<file path="config.mk">
export PLATFORM = sky130hd
export DESIGN_NAME = gcp_pin_ctrl
export DESIGN_NICKNAME = d
export VERILOG_FILES = /design/src/design/gcp_pkg.sv /design/src/design/gcp_pin_ctrl.sv
export VERILOG_INCLUDE_DIRS = /design/src /design/src/design
export SDC_FILE = /design/constraint.sdc
export NUM_CORES = 1
export LEC_CHECK = 0
export BUFFER_PORTS_ARGS = -buffer_cell sky130_fd_sc_hd__buf_2
export CORE_MARGIN = 3
export CORE_UTILIZATION = 38
export DETAILED_ROUTE_END_ITERATION = 12
export GPL_TIMING_DRIVEN = 0
export PLACE_DENSITY_LB_ADDON = 0.08
export SYNTH_ARGS = -nofsm -noshare
export SYNTH_HDL_FRONTEND = slang
export SYNTH_SLANG_ARGS = --single-unit
</file>
<file path="constraint.sdc">
create_clock -name clk_i -period 2.9 [get_ports clk_i]
set_input_delay 0.145 -clock clk_i [delete_from_list [all_inputs] [get_ports clk_i]]
set_output_delay 0.145 -clock clk_i [all_outputs]
set_load 0.02 [all_outputs]
</file>
<file path="src/design/gcp_consts.svh">
// register offsets, field positions, reset values and codes of the pin control block
`ifndef GCP_CONSTS_SVH
`define GCP_CONSTS_SVH

`define GCP_NPINS        5
`define GCP_ADR_W        8

`define GCP_OFS_DIR      8'h00
`define GCP_OFS_DOUT     8'h04
`define GCP_OFS_PULL_EN  8'h08
`define GCP_OFS_PULL_UP  8'h0c
`define GCP_OFS_COEX     8'h10
`define GCP_OFS_PIN_IN   8'h14

`define GCP_RST_DIR      5'h00
`define GCP_RST_DOUT     5'h00
`define GCP_RST_PULL_EN  5'h00
`define GCP_RST_PULL_UP  5'h00
`define GCP_RST_MODE     2'h0
`define GCP_RST_WAKE_EN  1'h0

`define GCP_MODE_LSB     0
`define GCP_WAKE_EN_BIT  4
`define GCP_STAT_LSB     8

`define GCP_MODE_OFF     2'h0
`define GCP_MODE_2W      2'h1
`define GCP_MODE_3W      2'h2
`define GCP_MODE_4W      2'h3

`endif

</file>
<file path="src/design/gcp_pkg.sv">
// types of the pin control and coexistence block
`include "gcp_consts.svh"
`default_nettype none
package gcp_pkg;
	typedef struct packed {
		logic [`GCP_NPINS-1:0] dir;
		logic [`GCP_NPINS-1:0] dout;
		logic [`GCP_NPINS-1:0] pull_en;
		logic [`GCP_NPINS-1:0] pull_up;
		logic [1:0]            mode;
		logic                  wake_en;
		logic [`GCP_NPINS-1:0] sync1;
		logic [`GCP_NPINS-1:0] sync2;
		logic [`GCP_NPINS-1:0] pad_out;
		logic [`GCP_NPINS-1:0] pad_oe;
		logic                  serial_rx;
		logic                  frame_sync;
		logic                  peer_rx;
		logic                  peer_tx;
		logic                  ack;
		logic [31:0]           rdata;
	} gcp_state_t;
endpackage : gcp_pkg
`default_nettype wire

</file>
<file path="src/design/gcp_pin_ctrl.sv">
// general-purpose pins with coexistence pin sharing and a wishbone register port
`include "gcp_consts.svh"
`default_nettype none

module gcp_pin_ctrl (
	input  wire logic                  clk_i,            // 10 MHz clock
	input  wire logic                  rst_i,            // synchronous reset, active high
	input  wire logic                  ce_i,             // clock enable, freezes state when low
	input  wire logic                  cyc_i,            // wishbone cycle
	input  wire logic                  stb_i,            // wishbone strobe
	input  wire logic                  we_i,             // wishbone write enable
	input  wire logic [`GCP_ADR_W-1:0] adr_i,            // wishbone byte address
	input  wire logic [3:0]            sel_i,            // wishbone byte selects
	input  wire logic [31:0]           dat_i,            // wishbone write data
	output logic                       ack_o,            // wishbone acknowledge
	output logic [31:0]                dat_o,            // wishbone read data
	input  wire logic                  host_wake_i,      // host wake level from core
	input  wire logic                  coex_serial_tx_i, // serial coexistence data from core
	input  wire logic                  coex_prio_i,      // priority level from core
	output logic                       coex_serial_rx_o, // serial coexistence data from peer
	output logic                       frame_sync_o,     // peer frame sync
	output logic                       peer_rx_active_o, // peer receiving
	output logic                       peer_tx_active_o, // peer transmitting
	input  wire logic [`GCP_NPINS-1:0] pad_i,            // pad input levels
	output logic [`GCP_NPINS-1:0]      pad_o,            // pad output levels
	output logic [`GCP_NPINS-1:0]      pad_oe_o,         // pad output enables, high drives
	output logic [`GCP_NPINS-1:0]      pull_en_o,        // pad pull resistor enables
	output logic [`GCP_NPINS-1:0]      pull_up_o         // pad pull select, high pulls up
);

	gcp_pkg::gcp_state_t st_r;
	gcp_pkg::gcp_state_t st_nxt;

	logic                  acc;
	logic                  wr;
	logic [`GCP_NPINS-1:0] drv_oe;
	logic [`GCP_NPINS-1:0] drv_out;

	// byte-lane merge of a narrow register
	function automatic logic [`GCP_NPINS-1:0] lane_merge(
		input logic [`GCP_NPINS-1:0] old_v,
		input logic [31:0]           wdat,
		input logic [3:0]            sel
	);
		logic [`GCP_NPINS-1:0] res;
		res = old_v;
		if (sel[0]) begin
			res = wdat[`GCP_NPINS-1:0];
		end
		return res;
	endfunction : lane_merge

	// peer input valid only in the listed modes
	function automatic logic mode_in(
		input logic [1:0] mode,
		input logic       in2w,
		input logic       in3w,
		input logic       in4w
	);
		logic res;
		res = 1'b0;
		case (mode)
			`GCP_MODE_2W: res = in2w;
			`GCP_MODE_3W: res = in3w;
			`GCP_MODE_4W: res = in4w;
			default:      res = 1'b0;
		endcase
		return res;
	endfunction : mode_in

	assign acc = cyc_i & stb_i & ~st_r.ack;
	assign wr  = acc & we_i;

	// pin drive: general setting, then host wake, then coexistence overrides
	always_comb begin
		drv_oe  = st_r.dir;
		drv_out = st_r.dout;
		if (st_r.wake_en) begin
			drv_oe[0]  = 1'b1;
			drv_out[0] = host_wake_i;
		end
		case (st_r.mode)
			`GCP_MODE_2W: begin
				drv_oe[1]  = 1'b1;
				drv_out[1] = coex_serial_tx_i;
				drv_oe[2]  = 1'b0;
			end
			`GCP_MODE_3W: begin
				drv_oe[2]  = 1'b1;
				drv_out[2] = coex_prio_i;
				drv_oe[3]  = 1'b0;
				drv_oe[4]  = 1'b0;
			end
			`GCP_MODE_4W: begin
				drv_oe[1]  = 1'b1;
				drv_out[1] = coex_prio_i;
				drv_oe[2]  = 1'b0;
				drv_oe[3]  = 1'b0;
				drv_oe[4]  = 1'b0;
			end
			default: begin
				drv_oe[4:1]  = st_r.dir[4:1];
				drv_out[4:1] = st_r.dout[4:1];
			end
		endcase
	end

	always_comb begin
		st_nxt = st_r;
		// pad inputs cross into the clock domain
		st_nxt.sync1 = pad_i;
		st_nxt.sync2 = st_r.sync1;
		st_nxt.pad_oe  = drv_oe;
		st_nxt.pad_out = drv_out;
		st_nxt.serial_rx  = mode_in(st_r.mode, st_r.sync2[2], 1'b0, 1'b0);
		st_nxt.frame_sync = mode_in(st_r.mode, 1'b0, 1'b0, st_r.sync2[2]);
		st_nxt.peer_rx    = mode_in(st_r.mode, 1'b0, st_r.sync2[3], st_r.sync2[3]);
		st_nxt.peer_tx    = mode_in(st_r.mode, 1'b0, st_r.sync2[4], st_r.sync2[4]);
		st_nxt.ack   = acc;
		st_nxt.rdata = 32'h0000_0000;
		if (wr) begin
			case (adr_i)
				`GCP_OFS_DIR:     st_nxt.dir     = lane_merge(st_r.dir, dat_i, sel_i);
				`GCP_OFS_DOUT:    st_nxt.dout    = lane_merge(st_r.dout, dat_i, sel_i);
				`GCP_OFS_PULL_EN: st_nxt.pull_en = lane_merge(st_r.pull_en, dat_i, sel_i);
				`GCP_OFS_PULL_UP: st_nxt.pull_up = lane_merge(st_r.pull_up, dat_i, sel_i);
				`GCP_OFS_COEX: begin
					if (sel_i[0]) begin
						st_nxt.mode    = dat_i[`GCP_MODE_LSB+:2];
						st_nxt.wake_en = dat_i[`GCP_WAKE_EN_BIT];
					end
				end
				default: st_nxt.dir = st_r.dir;
			endcase
		end else if (acc) begin
			case (adr_i)
				`GCP_OFS_DIR:     st_nxt.rdata[`GCP_NPINS-1:0] = st_r.dir;
				`GCP_OFS_DOUT:    st_nxt.rdata[`GCP_NPINS-1:0] = st_r.dout;
				`GCP_OFS_PULL_EN: st_nxt.rdata[`GCP_NPINS-1:0] = st_r.pull_en;
				`GCP_OFS_PULL_UP: st_nxt.rdata[`GCP_NPINS-1:0] = st_r.pull_up;
				`GCP_OFS_COEX: begin
					st_nxt.rdata[`GCP_MODE_LSB+:2]   = st_r.mode;
					st_nxt.rdata[`GCP_WAKE_EN_BIT]   = st_r.wake_en;
				end
				`GCP_OFS_PIN_IN: begin
					st_nxt.rdata[`GCP_NPINS-1:0]     = st_r.sync2;
					st_nxt.rdata[`GCP_STAT_LSB+:4]   = {st_r.peer_tx, st_r.peer_rx,
						st_r.frame_sync, st_r.serial_rx};
				end
				default: st_nxt.rdata = 32'h0000_0000;
			endcase
		end
	end

	always_ff @(posedge clk_i) begin
		if (rst_i) begin
			st_r         <= '0;
			st_r.dir     <= `GCP_RST_DIR;
			st_r.dout    <= `GCP_RST_DOUT;
			st_r.pull_en <= `GCP_RST_PULL_EN;
			st_r.pull_up <= `GCP_RST_PULL_UP;
			st_r.mode    <= `GCP_RST_MODE;
			st_r.wake_en <= `GCP_RST_WAKE_EN;
		end else if (ce_i) begin
			st_r <= st_nxt;
		end
	end

	assign ack_o            = st_r.ack;
	assign dat_o            = st_r.rdata;
	assign coex_serial_rx_o = st_r.serial_rx;
	assign frame_sync_o     = st_r.frame_sync;
	assign peer_rx_active_o = st_r.peer_rx;
	assign peer_tx_active_o = st_r.peer_tx;
	assign pad_o            = st_r.pad_out;
	assign pad_oe_o         = st_r.pad_oe;
	assign pull_en_o        = st_r.pull_en;
	assign pull_up_o        = st_r.pull_up;
endmodule : gcp_pin_ctrl
`default_nettype wire

</file>
**After elaboration in Yosys (flattened, before gate mapping)**

Index checks and enable logic that the tools add are counted.

- Bits in registers: 80
- Latch bits: 0
- Memory bits (writable): 0
- Bits in read-only memories: 0
- Bits of input ports: 58
- Output and inout bits: 57
- Word-level logic and storage cells: 53
- Memories: 0

- Add/subtract/negate cells: 0
- Multipliers: 0
- Divide/modulo/power cells: 0
- Order comparisons: 0
- Equality and inequality tests: 8
- Shift operators: 0
- Muxes and demuxes: 17
- Bitwise gates (word level): 4
- Reduce and logical (&&, ||, !) cells: 8

Operator list:

| kind | number |
|---|---|
| 12-bit two-way mux | 2 |
| 4-bit AND reduction | 5 |
| 8-bit by 4-bit == test with 1-bit output (second input constant) | 2 |
| 8-bit by 5-bit == test with 1-bit output (second input constant) | 2 |
| 2-bit case mux with 6 select lines | 1 |
| 2-bit case mux with 5 select lines | 1 |
| 8-bit by 3-bit == test with 1-bit output (second input constant) | 1 |
| 8-bit zero test | 1 |
| 1-bit two-way mux | 8 |
| 1-bit case mux with 6 select lines | 1 |
| 2-bit == test (second input constant) | 2 |
| 4-bit two-way mux | 1 |
| 1-bit case mux with 2 select lines | 2 |
| 2-bit OR reduction | 2 |
| 1-bit bitwise AND | 3 |
| 2-bit by 1-bit == test with 1-bit output (second input constant) | 1 |
| 2-bit two-way mux | 1 |
| 1-bit inverter | 1 |

**Logic depth before layout (Yosys ltp)**

Gate-level depths: netlist (run 1).

- Depth in word-level cells: 4
- Depth in mapped cells: 5
- Gate-level depth less buffers: 3

**Worst setup path after synthesis (run 1)**

OpenSTA, ideal clock, no wires.

- Path type: register -> register
- From: reg st_r, in the netlist ack_o
- To: reg st_r, in the netlist dat_o[3]
- Setup time: 0.080 ns
- Arrival time: 1.328 ns
- Required time: 2.820 ns
- Setup slack: 1.492 ns
- Cell stages (with the launch flop): 6
- Path buffers: 2
- Clock period less this slack: 1.408 ns
- Path through: dfxtp_1 -> and4b_1 -> buf_2 -> buf_2 -> o2111ai_1 -> a22oi_1

- Cells in the longest elaborated chain, start to end: 4
- Elaborated cells on any way between the ends: 5
- Those cells by class: 2 x mux; 3 x bitwise

RTL lines:

| element | line | source |
|---|---|---|
| start: declaration | gcp_pin_ctrl.sv:31 | `gcp_pkg::gcp_state_t st_r;` |
| start signal: assignment | gcp_pin_ctrl.sv:165 | `st_r <= st_nxt;` |
| 1-bit inverter (*) | gcp_pin_ctrl.sv:71 | `assign acc = cyc_i & stb_i & ~st_r.ack;` |
| 1-bit bitwise AND (*) | gcp_pin_ctrl.sv:71 |  |
| 12-bit two-way mux or 1-bit bitwise AND (tied branches) | gcp_pin_ctrl.sv:135, gcp_pin_ctrl.sv:72 |  |
| 12-bit two-way mux (*) | gcp_pin_ctrl.sv:121 | `if (wr) begin` |

Mark *: on every way between the ends. The rest lies on a longest branch, timed or not.
A chain may end at the register's enable or synchronous reset.

**Final worst setup path (run 1)**

Ends and elaborated chain as after synthesis.

==> summary by stage, run 1 <==
Run status
The flow ran to the end, and the final reports show no timing, DRC or antenna violations.

Logic synthesis
The area share of fa/ha/maj cells after synthesis is 0%. The synthesis warning total is 0. Sequential elements use a little under two fifths of the synthesized area. The cell area after synthesis is 3040 µm². The multiplexer fraction of the synthesized cell area is between 15 and 20%. The post-synthesis instance total is 317. Summing the areas of all xor and xnor instances in the mapped netlist gives 0% of the synthesized area. The largest family of logic cells by synthesized area is simple AND/OR/NAND/NOR gates.

After synthesis, the netlist uses 34 different library cells. The flip-flop and latch count after synthesis is 57. The average size of a mapped cell is roughly 9.6 µm².

The area fraction in compound gates after synthesis is 7.57%. The synthesized netlist devotes a little over a fifth of its cell area to simple gates.

Drt
The wire length after detailed routing is 7550 µm. The average via count per standard cell is 4.69. The detailed-route DRC error count is 0.

The detail route stage leaves a number of antenna-violating nets equal to 0. The DRC violation total after the first TritonRoute iteration is 109. The routed via count is ~2400.

The first-pass detailed-route iteration total is 4. Dividing the detail-routed wire length by the instance count gives 14.8 µm.

Power
The static leakage power is 1.83 nW. The power density over the cells is 462 nW/µm². The completed layout was analyzed and its total power is 0.00172 W. The clock network is responsible for 43.2% of the overall power. Combinational logic is responsible for 10.5% of the overall power. The sequential power share is 46.3%. Internal power comes to 0.00130 W. In this run switching power makes up 24.6% of total power. The highest ir drop seen on vdd is 0.000204 V. The power dissipated by switching net loads is 0.000425 W.

STA
The worst pin sits at a relative slew slack of between 30 and 40%. The worst path needs 1.54 ns of the cycle, external delays included. The max-slew violation total from the final report was 0.

The worst path uses 53.2% of the clock period. Setup violations remaining at the end of the flow were counted as 0. Clock skew on the completed layout was measured at 0.00810 ns. Derived from the worst setup path, the maximum achievable clock frequency is 0.648 GHz. In the final timing run, aggregate negative setup slack is 0 ns. Setup repair after global routing left no endpoint under its margin.

The measured slew at the worst slew-check pin is 0.930 ns. The final hold violation count is 0. The worst path setup slack after routing is 1.36 ns.

Global route
The total global routing track utilization is 17.4%. The largest net degree at the start of global routing is 11. The via count of the first global-routing pass is 2197. The global-route wire length before repair is 11600 µm. The overall overflow remaining after global route is 0. The number of antenna violations at the first check in global routing is 0.

Placement
The instance count after placement with tap cells included is 496. Once placement finished, the instance area stood at 3540 µm². The worst slack after detailed placement is 1.14 ns. In this run the tool buffered the top-level ports with between 50 and 60 buffer cells. After legalization and detailed placement, the total HPWL measured 5690 µm. At the end of routability-driven placement, the weighted congestion stood at 0.815.

Finish
Cells with a size suffix above 1 make up 35.9% of the layout. The area occupied by multi-input gates is between 1500 and 2000 µm². The finished cells cover 3730 µm². The repair_antennas step left the layout with diodes totalling 0. The filler-free cell count of the finished design is approximately 500. The area taken by flip-flops and latches is 1140 µm².

The number of nets in the final layout is ~470. The signed area change from the synthesized netlist to the final layout is 22.7%. The filler cell count in the final layout is roughly 740.

Job
The count of maximum capacitance violations is 0.

Setup path
The critical path capture point type is a register. The sort of element at the start of the critical path is a register. The peak fanout along the critical path is 10. The data required time of the worst path is 3.16 ns. The category of the critical setup timing path is reg -> reg.

At the worst endpoint, the arrival time is 1.81 ns.

Clock tree
The post-CTS setup-driven buffer insertion count is 0. At the later pin of the worst-skew pair, clock insertion delay measures 0.34 ns. The total CTS buffers is 9.

In this run, post-CTS hold repair placed 0 buffers. The post-CTS clock slew at the launch and capture registers of the worst setup and hold paths is around 0.060 ns. The clock tree from TritonCTS is yes. The worst-case clock buffer depth is 2.

The clock tree synthesis step divided the H-tree into 3 levels. Gates resized during post-CTS repair numbered 0. The clock tree root driver cell is sky130_fd_sc_hd__clkbuf_8. For this design, the sink count on the clock tree is 57.

Floorplan
The die area is around 9100 µm². The die is 95.5 µm wide. 115 I/O pins were placed.

The starting density of the core is 40.4%. The die boundary height is 95.5 µm. After floorplanning, the core was sized to cover between 7000 and 8000 µm². After floorplanning, the core was divided into 31 placement rows.

Min path
The type of the worst min-delay path is in -> reg.
==> power groups by stage <==
stage          registers, W  clock network, W  logic, W
5_1_grt            0.000799          0.000791  0.000198
2_1_floorplan      0.000815                 0  0.000127
3_5_place_dp       0.000816                 0  0.000180
4_1_cts            0.000799          0.000759  0.000180
6_report           0.000799          0.000746  0.000180
3_3_place_gp       0.000816                 0  0.000179
==> placed cells by master, fill, tap and decap left out, types with 3 or more instances in the layout <==
master,netlist,final
sky130_fd_sc_hd__nor2b_1,6,6
sky130_fd_sc_hd__and2_1,4,4
sky130_fd_sc_hd__nand4_4,3,3
sky130_fd_sc_hd__clkbuf_1,11,12
sky130_fd_sc_hd__buf_4,54,54
sky130_fd_sc_hd__conb_1,1,23
sky130_fd_sc_hd__nor2_1,25,25
sky130_fd_sc_hd__a22oi_1,6,6
sky130_fd_sc_hd__nand2b_1,28,28
sky130_fd_sc_hd__mux2i_1,38,38
sky130_fd_sc_hd__nand2_1,14,14
sky130_fd_sc_hd__clkbuf_8,0,11
sky130_fd_sc_hd__a21oi_1,16,16
sky130_fd_sc_hd__nand4_1,6,6
sky130_fd_sc_hd__dfxtp_1,57,57
sky130_fd_sc_hd__buf_2,5,63
sky130_fd_sc_hd__mux2_2,9,9
sky130_fd_sc_hd__a32oi_1,3,3
sky130_fd_sc_hd__a211oi_1,7,7
==> per-stage QoR <==
| step | hold WS, ns | util, % |
|---|---|---|
| after floorplan | 0.292 | - |
| after global placement | 0.385 | 47.0 |
| after detailed placement | 0.390 | 47.0 |
| after CTS | 0.0274 | 49.6 |
| after global routing | 0.0776 | 49.6 |
| final | 0.0417 | 49.6 |
==> cell usage after synthesis <==
cell | n | share of area, %
sky130_fd_sc_hd__dfxtp_1 | 57 | 38
sky130_fd_sc_hd__buf_4 | 54 | 13
sky130_fd_sc_hd__mux2i_1 | 38 | 13
sky130_fd_sc_hd__nand2b_1 | 28 | 5.8
sky130_fd_sc_hd__nor2_1 | 25 | 3.1
sky130_fd_sc_hd__a21oi_1 | 16 | 2.6
sky130_fd_sc_hd__nand2_1 | 14 | 1.7
sky130_fd_sc_hd__clkbuf_1 | 11 | 1.4
sky130_fd_sc_hd__mux2_2 | 9 | 3.3
sky130_fd_sc_hd__a211oi_1 | 7 | 1.7
sky130_fd_sc_hd__a22oi_1 | 6 | 1.5
sky130_fd_sc_hd__nand4_1 | 6 | 1.2
sky130_fd_sc_hd__nor2b_1 | 6 | 1.2
sky130_fd_sc_hd__buf_2 | 5 | 0.82
sky130_fd_sc_hd__and2_1 | 4 | 0.82
sky130_fd_sc_hd__a32oi_1 | 3 | 0.86
sky130_fd_sc_hd__nand4_4 | 3 | 2.1
sky130_fd_sc_hd__and3_1 | 2 | 0.41
sky130_fd_sc_hd__and3b_1 | 2 | 0.58
sky130_fd_sc_hd__inv_1 | 2 | 0.25
sky130_fd_sc_hd__mux4_1 | 2 | 1.7
sky130_fd_sc_hd__nand3_1 | 2 | 0.33
sky130_fd_sc_hd__nor3_1 | 2 | 0.33
sky130_fd_sc_hd__nor4_2 | 2 | 0.82
sky130_fd_sc_hd__nor4b_4 | 2 | 1.6
sky130_fd_sc_hd__a211o_1 | 1 | 0.29
sky130_fd_sc_hd__a2bb2oi_1 | 1 | 0.29
sky130_fd_sc_hd__and4_1 | 1 | 0.29
sky130_fd_sc_hd__and4b_1 | 1 | 0.33
sky130_fd_sc_hd__buf_1 | 1 | 0.12
sky130_fd_sc_hd__conb_1 | 1 | 0.12
sky130_fd_sc_hd__nor3_4 | 1 | 0.53
sky130_fd_sc_hd__o2111ai_1 | 1 | 0.29
sky130_fd_sc_hd__or3_1 | 1 | 0.21
==> critical path: stages (launching register included) <==
cell and delay (ns):
sky130_fd_sc_hd__dfxtp_1 0.31, sky130_fd_sc_hd__and4b_1 0.23, sky130_fd_sc_hd__buf_2 0.19, sky130_fd_sc_hd__buf_2 0.29, sky130_fd_sc_hd__o2111ai_1 0.20, sky130_fd_sc_hd__a22oi_1 0.24
==> routing by layer <==
layer | vias up | routed length (µm) | global-route usage (%) | part of all wire, %
met5 | - | 0 | 0 | 0
met4 | 0 | 82 | 5.45 | 1.1
met3 | 8 | 420 | 4.74 | 5.6
met2 | 63 | 3500 | 27.3 | 46
met1 | 1114 | 3540 | 23.1 | 47
li1 | 1214 | - | - | -
==> registers in the layout, indices dropped and copies added (netlist names) <==
signal and flops:
dat_o 9, pad_oe_o 5, ack_o 1, drv_out 2, pad_o 5, coex_serial_rx_o 1, peer_rx_active_o 1, pull_up_o 5
st_r 16, st_nxt 5, peer_tx_active_o 1, frame_sync_o 1, pull_en_o 5
==> cell families (layout without fill, tap and decap cells) <==
logic type             count (synthesis)  after routing
buffers and inverters                 73            146
DFF                                   57             57
other                                  1             23
muxes                                 49             49
AOI/OAI and AO/OA                     35             35
and+or+nand+nor                      102            102
==> cell type report <==
| type | count | share of cell area [%] |
|---|---|---|
| tap | 99 | 3.32 |
| clock buffer | 12 | 4.16 |
| clock inverter | 3 | 1.07 |
| buffer | 71 | 12.7 |
| sequential | 57 | 30.6 |
| inverter | 2 | 0.201 |
| timing repair buffer | 58 | 7.77 |
| multi-input combinational | 209 | 40.2 |
==> path summary, 6_finish.rpt <==
kind         slack [ns]                      end  depth (start not counted)                   from
min reg2reg        0.46    pad_o[1]$_SDFFE_PP0P_                          2  pad_o[1]$_SDFFE_PP0P_
min                0.04  st_nxt[51]$_SDFFE_PP0P_                          3               pad_i[4]
max                1.36    dat_o[3]$_SDFFE_PP0P_                          5     ack_o$_SDFFE_PP0P_
max reg2reg        1.36    dat_o[3]$_SDFFE_PP0P_                          5     ack_o$_SDFFE_PP0P_
Note: power is estimated with default switching activity, not from simulation.
==> run 2, diff against run 1 <==
clock period = 1.55 ns   (was 2.9 ns; I/O delays follow)
==> run 2 against run 1 <==
Final cell count rose by 0.98%. Utilization is 0.70 points higher. Clock-buffer cell count unchanged. Clock skew about the same. Sequential power increased by 86%. Global-route usage increased by 0.099 points. Via count fell by 0.13%. Sequential share of layout area is 0.42 points lower. Combinational power increased by 93%. Critical path depth stayed put. Cell area rose by 1.4%. Largest cell class unchanged. Largest power group unchanged.
==> summary by stage, run 2 (same netlist as run 1, synthesis figures left out) <==
Run status
The run finished with clean final reports.

Placement
The total of buffers placed on input and output ports is 58. The instance count after placement with tap cells included is 496. Once detailed placement completed, the half-perimeter wirelength came to 5690 µm. The final weighted congestion in routability-driven placement is just over 0.8.

Clock tree
The worst-case clock buffer depth is 2. The clock latency on the worst-skew pair is 0.34 ns. The number of levels the H-tree was split into is 3. CTS saw 57 sinks.

The tree is rooted in a sky130_fd_sc_hd__clkbuf_8. The clock tree from TritonCTS is yes. The total CTS buffers is 9.

The post-CTS clock slew at the launch and capture registers of the worst setup and hold paths is 0.07 ns.

Drt
Using the TritonRoute via totals, the vias-per-cell ratio works out to 4.64. In this run the remaining antenna-violating nets after routing total 0. In this run, the number of DRC markers left after iteration 0 of detailed routing was 92. After detailed routing, the average wire length per cell comes to 14.7 µm. Wires add up to 7570 µm. For this run, design rule violations remaining after detail routing come to 0.

The routed via count is ~2400. The first-pass detailed-route iteration total is 4.

STA
The final hold violation count was 0. The worst clock skew is between 0.007 and 0.008 ns. The worst slew slack as a fraction of its limit is 37.7%. The max-slew violation total from the final report is 0. Setup violations remaining at the end of the flow were counted as 0.

The worst path uses between 90% and 100% of the clock period. The upper clock frequency limit is about 0.69 GHz. The worst-case hold slack is 0.0785 ns. For the pin with the worst max-slew slack, the measured transition is 0.927 ns. Setup repair after global routing left no endpoint under its margin.

The routed design could run at a clock period as short as 1.45 ns.

Min path
The startpoint identified for the worst hold timing path is dat_i[3]. The type of the worst min-delay path is in -> reg.

Finish
Counting flops per register, the top entry is st_r. Leaving out fill and tap cells, the most frequent cell in the layout is sky130_fd_sc_hd__buf_2. The filler cells instantiated in the layout total 734. The top cell types in the final layout, fill and taps aside, are sky130_fd_sc_hd__buf_2, sky130_fd_sc_hd__dfxtp_1, sky130_fd_sc_hd__buf_4.

The final layout contains 471 nets. The signed area change from the synthesized netlist to the final layout is 24.5%. The filler-free cell count of the finished design is 516.

The fraction of final layout cells with drive strength greater than 1 is 35.5%. The number of flip-flops in the largest register is 16. The count of inserted antenna diode cells is 0.

Setup path
STA classifies the critical path endpoint as a register. The beginning of the critical path is ack_o$_SDFFE_PP0P_. The sort of element at the start of the critical path is a register. For the worst setup path, the data arrival time is about 1.7 ns. Of all nets on the critical path, the largest fanout is 10.

The startpoint of the lowest-slack register-to-register path is ack_o$_SDFFE_PP0P_. At the worst endpoint, the required time is 1.82 ns. The category of the critical setup timing path is reg -> reg.

Global route
The overall overflow remaining after global route is 0. The largest net degree at the start of global routing is 11. The number of antenna violations at the first check in global routing was 0. The via count of the first global-routing pass was roughly 2200.

The first global-routing pass estimated between 10000 and 15000 µm of wire. The total global routing track utilization is 17.5%.

Floorplan
The die covers roughly 9100 µm². The floorplan step set the die height to 95.5 µm. The total area inside the core boundary comes to ~7500 µm².

The chip width is 95.5 µm. For this configuration, the core starts out at a cell density of between 40% and 50%. roughly 120 I/O pins were placed. The floorplan row count is 31.

Power
The static leakage power is 1.85 nW. In this run the power density over the cells is 857 nW/µm². VDD sags by at most 0.000382 V. The completed layout was analyzed and its total power is 0.00324 W.

Job
Across the run, the number of max-cap violations was 0.
run 2: cell count changes in the layout (fill, tap and decap cells not counted), sizes merged:
cell	before	now
dlygate4sd3	0	5
run 2: report_power, final:
| group | switching [W] | leakage [nW] | internal, W |
|---|---|---|---|
| clock network | 0.000586 | 0.102 | 0.000816 |
| logic | 0.000205 | 1.29 | 0.000142 |
| registers | 0.0000114 | 0.461 | 0.00148 |
| total | 0.000802 | 1.85 | 0.00244 |
run 2: what timing repair did:
action | CTS | global route
setup buffers | 0 | 0
endpoints found under the setup margin | 6 | 0
gates resized for setup | 1 | 0
endpoints found under the hold margin | 5 | 0
hold buffers | 5 | 0
run 2: final cells by class:
class	instances	area (µm²)	share of cell area (%)
Clock inverter	3	40.0	1.06
Sequential cell	57	1140	30.1
Buffer	71	478	12.6
Timing Repair Buffer	63	340	8.99
Tap cell	99	124	3.27
Clock buffer	12	155	4.10
Multi-Input combinational cell	209	1500	39.6
Inverter	2	7.51	0.198
run 2: final timing paths:
| kind | end | slack, ns | cells past startpoint |
|---|---|---|---|
| max reg2reg | dat_o[3]$_SDFFE_PP0P_ | 0.1 | 5 |
| min reg2reg | pad_o[1]$_SDFFE_PP0P_ | 0.46 | 2 |
| max | dat_o[3]$_SDFFE_PP0P_ | 0.1 | 5 |
| min | drv_out[3]$_SDFFE_PP0P_ | 0.08 | 3 |
run 2: routing by layer:
layer,share of wire [%],GRT usage [%],vias to the layer above
li1,-,-,1222
met4,1.0,5.45,0
met3,5.4,4.74,7
met2,47,27.3,59
met5,0,0,-
met1,46,23.4,1108
run 2: critical path, cell delays in order, from the launching register on:
cell and delay, ns:
sky130_fd_sc_hd__dfxtp_1 0.31, sky130_fd_sc_hd__and4b_1 0.23, sky130_fd_sc_hd__buf_2 0.19, sky130_fd_sc_hd__buf_4 0.22, sky130_fd_sc_hd__o2111ai_1 0.18, sky130_fd_sc_hd__a22oi_1 0.25
run 2: stage by stage:
| step | TNS (ns) | instance area (µm²) | setup slack [ns] | utilization, % |
|---|---|---|---|---|
| final | 0 | 3790 | 0.0966 | 50.3 |
| after global routing | 0 | 3790 | 0.0108 | 50.3 |
| after CTS | 0 | 3790 | 0.0765 | 50.3 |
| after detailed placement | -0.282 | 3540 | -0.141 | 47.0 |
| after global placement | -0.118 | 3540 | -0.0627 | 47.0 |
| after floorplan | 0 | 3120 | 0.142 | - |
==> run 3, diff against run 2 <==
GPL_TIMING_DRIVEN = 1   (was 0)
HOLD_SLACK_MARGIN = 0.06   (was default)
clock period = 1.62 ns   (was 1.55 ns; I/O delays follow)
==> run 3 against run 2 <==
Total power fell by 6.3%. Sequential cell count unchanged. Sequential power is 4% lower. Clock-buffer cell count stayed put. Utilization decreased by 4.9 points. Wire length fell by 6.2%. Final cell count fell by 11%. Non-clock buffer count fell by 57. Largest power group unchanged.
==> summary by stage, run 3 (same netlist as run 1, synthesis figures left out) <==
Floorplan
The core region is 7520 µm². The initialized floorplan defines 31 standard-cell rows. The starting density of the core is 40.4%. From bottom edge to top edge, the die measures around 95 µm. The chip width is 95.5 µm. In this run the count of I/O pins placed on the die edge is 115. The die covers 9110 µm².

Setup path
The cell at the slowest stage of the critical path is sky130_fd_sc_hd__dfxtp_1. For the worst setup path, the data arrival time is 1.58 ns. Together, buffers and inverters on the worst path number 1. In this run the worst path has a maximum fanout of 5. Grouping stages by cell kind, the critical path spends the most delay in simple AND/OR/NAND/NOR gates. Traced cell by cell, the critical path runs through and4b_1, buf_4, nand4_1, mux2i_1. The critical path in this run is classified as reg -> reg. The critical path capture point type is a register. The delay of the slowest cell on the worst path is 0.32 ns. The sort of element at the start of the critical path is a register. The data required time of the worst path is 1.83 ns.

Power
For this design the static power due to leakage is 1.60 nW. The power density over the cells is 889 nW/µm². The highest ir drop seen on vdd is 0.000544 V.

Clock tree
The H-tree generated during clock tree synthesis spans 3 levels. The post-CTS clock slew at the launch and capture registers of the worst setup and hold paths is 0.06 ns. For the worst-skew pair, the clock arrives at the later sink with an insertion delay of 0.33 ns. The clock tree from TritonCTS is yes.

The worst-case clock buffer depth is 2. Clock tree synthesis selected as its root buffer the cell sky130_fd_sc_hd__clkbuf_8. The number of sinks driven by the clock tree is 57. TritonCTS created 9 clock buffers.

Drt
For this run, the detailed router's first-pass iteration total came to 4. The final antenna-violating net count is 0. The detailed-route DRC error count is 0. The wire length after detailed routing is roughly 7000 µm. The routed via count is 2199. In the final routed layout, each cell accounts on average for 15.5 µm.

The DRC violation total after the first TritonRoute iteration is 93. The average via count per standard cell is 4.79.

Placement
The final weighted congestion in routability-driven placement is around 0.76. The worst slack after detailed placement is 0.208 ns. Detailed placement ended at an HPWL of 5230 µm. The total of buffers placed on input and output ports is 61.

STA
The worst path needs 1.37 ns of the cycle, external delays included. The ratio of final minimum period to clock period is a little over four fifths. The worst path setup slack after routing is about 0.25 ns. The accumulated negative setup slack is 0 ns. At the pin with the least slew margin, the transition time is between 0.5 and 0.6 ns. The worst clock skew is 0.00582 ns. The max-slew violation total from the final report is 0.

The upper clock frequency limit is 0.730 GHz. The final hold violation count came to 0. The count of endpoints failing setup in the final report is 0. In this run the tightest slew margin relative to its limit is 64.7%. Setup repair after global routing left no endpoint under its margin.

Finish
The number of flip-flops in the largest register is 16. The count of inserted antenna diode cells is 0. The library cells used most frequently in the layout, excluding fill and tap cells, are sky130_fd_sc_hd__buf_2, sky130_fd_sc_hd__dfxtp_1, sky130_fd_sc_hd__mux2i_1. The number of nets in the final layout is 414. The fraction of final layout cells with drive strength greater than 1 is 28.6%.

The signed area change from the synthesized netlist to the final layout is 12.4%. The most frequent standard cell in the layout excluding fill and tap cells is sky130_fd_sc_hd__buf_2. More flip-flops sit in one register than any other, and that register is st_r.

Job
Across the run, the number of max-cap violations was 0.

Min path
The type of the worst min-delay path is in -> reg.

Global route
The via count of the first global-routing pass was 2027. The global-route wire length before repair is 10800 µm. The number of antenna violations at the first check in global routing is 0. In the global route stage, overall resource usage came out at 16.0%.

The overall overflow remaining after global route is 0. Entering global routing, the biggest net connects 35 pins.

Run status
The run finished with clean final reports.
-- run 3: final timing paths --
kind / endpoint / from / slack, ns / depth (start not counted)
worst max-delay path: st_r[58]$_SDFFE_PP0P_ / ack_o$_SDFFE_PP0P_ / 0.25 / 4
worst max register to register: st_r[58]$_SDFFE_PP0P_ / ack_o$_SDFFE_PP0P_ / 0.25 / 4
worst min-delay path: pull_en_o[2]$_SDFFE_PP0P_ / dat_i[2] / 0.08 / 3
worst min register to register: dat_o[8]$_SDFFE_PP0P_ / dat_o[8]$_SDFFE_PP0P_ / 0.46 / 2
-- run 3: per-stage QoR --
| step | hold WS, ns | total power (W) | util [%] | std cells | instance area, µm² |
|---|---|---|---|---|---|
| 2_1_floorplan | 0.228 | 0.00169 | - | 339 | 3120 |
| 3_3_place_gp | 0.316 | 0.00174 | 42.2 | 439 | 3170 |
| 3_5_place_dp | 0.323 | 0.00174 | 42.2 | 439 | 3170 |
| 4_1_cts | 0.0819 | 0.00307 | 45.4 | 459 | 3420 |
| 5_1_grt | 0.0959 | 0.00317 | 45.4 | 459 | 3420 |
| 6_report | 0.0833 | 0.00304 | 45.4 | 459 | 3420 |
-- run 3: worst reg2reg max path, delay by kind of cell (launching register included) --
| family | cells | cell delay (ns) |
|---|---|---|
| buffers and inverters | 1 | 0.20 |
| DFF | 1 | 0.32 |
| and+or+nand+nor | 2 | 0.55 |
| muxes | 1 | 0.19 |
-- run 3: where the power goes --
group	leakage [nW]	internal, W	switching, W
Sequential	0.461	0.00142	0.0000104
Combinational	1.03	0.000102	0.000182
Clock	0.102	0.000780	0.000545
-- run 3: per-layer routing --
metal / share of wire, % / vias up / GRT usage, %
li1: - / 1102 / -
met1: 47 / 1034 / 21.3
met5: 0 / - / 0
met3: 4.8 / 6 / 5.52
met2: 47 / 57 / 24.6
met4: 0.96 / 0 / 4.62
-- run 3: timing repair --
item,4_1_cts,5_1_grt
hold buffers,5,0
endpoints found under the hold margin,5,0
setup buffers,0,0
gates resized for setup,0,0
-- run 3: layout make-up --
class / count / area [µm²]
flip-flops and latches: 57 / 1140
clock inverters: 3 / 40.0
clock buffers: 12 / 155
fillers: 780 / 4110
multi-input cells: 209 / 1500
repair buffers: 77 / 450
inverters: 2 / 7.51
well taps: 99 / 124
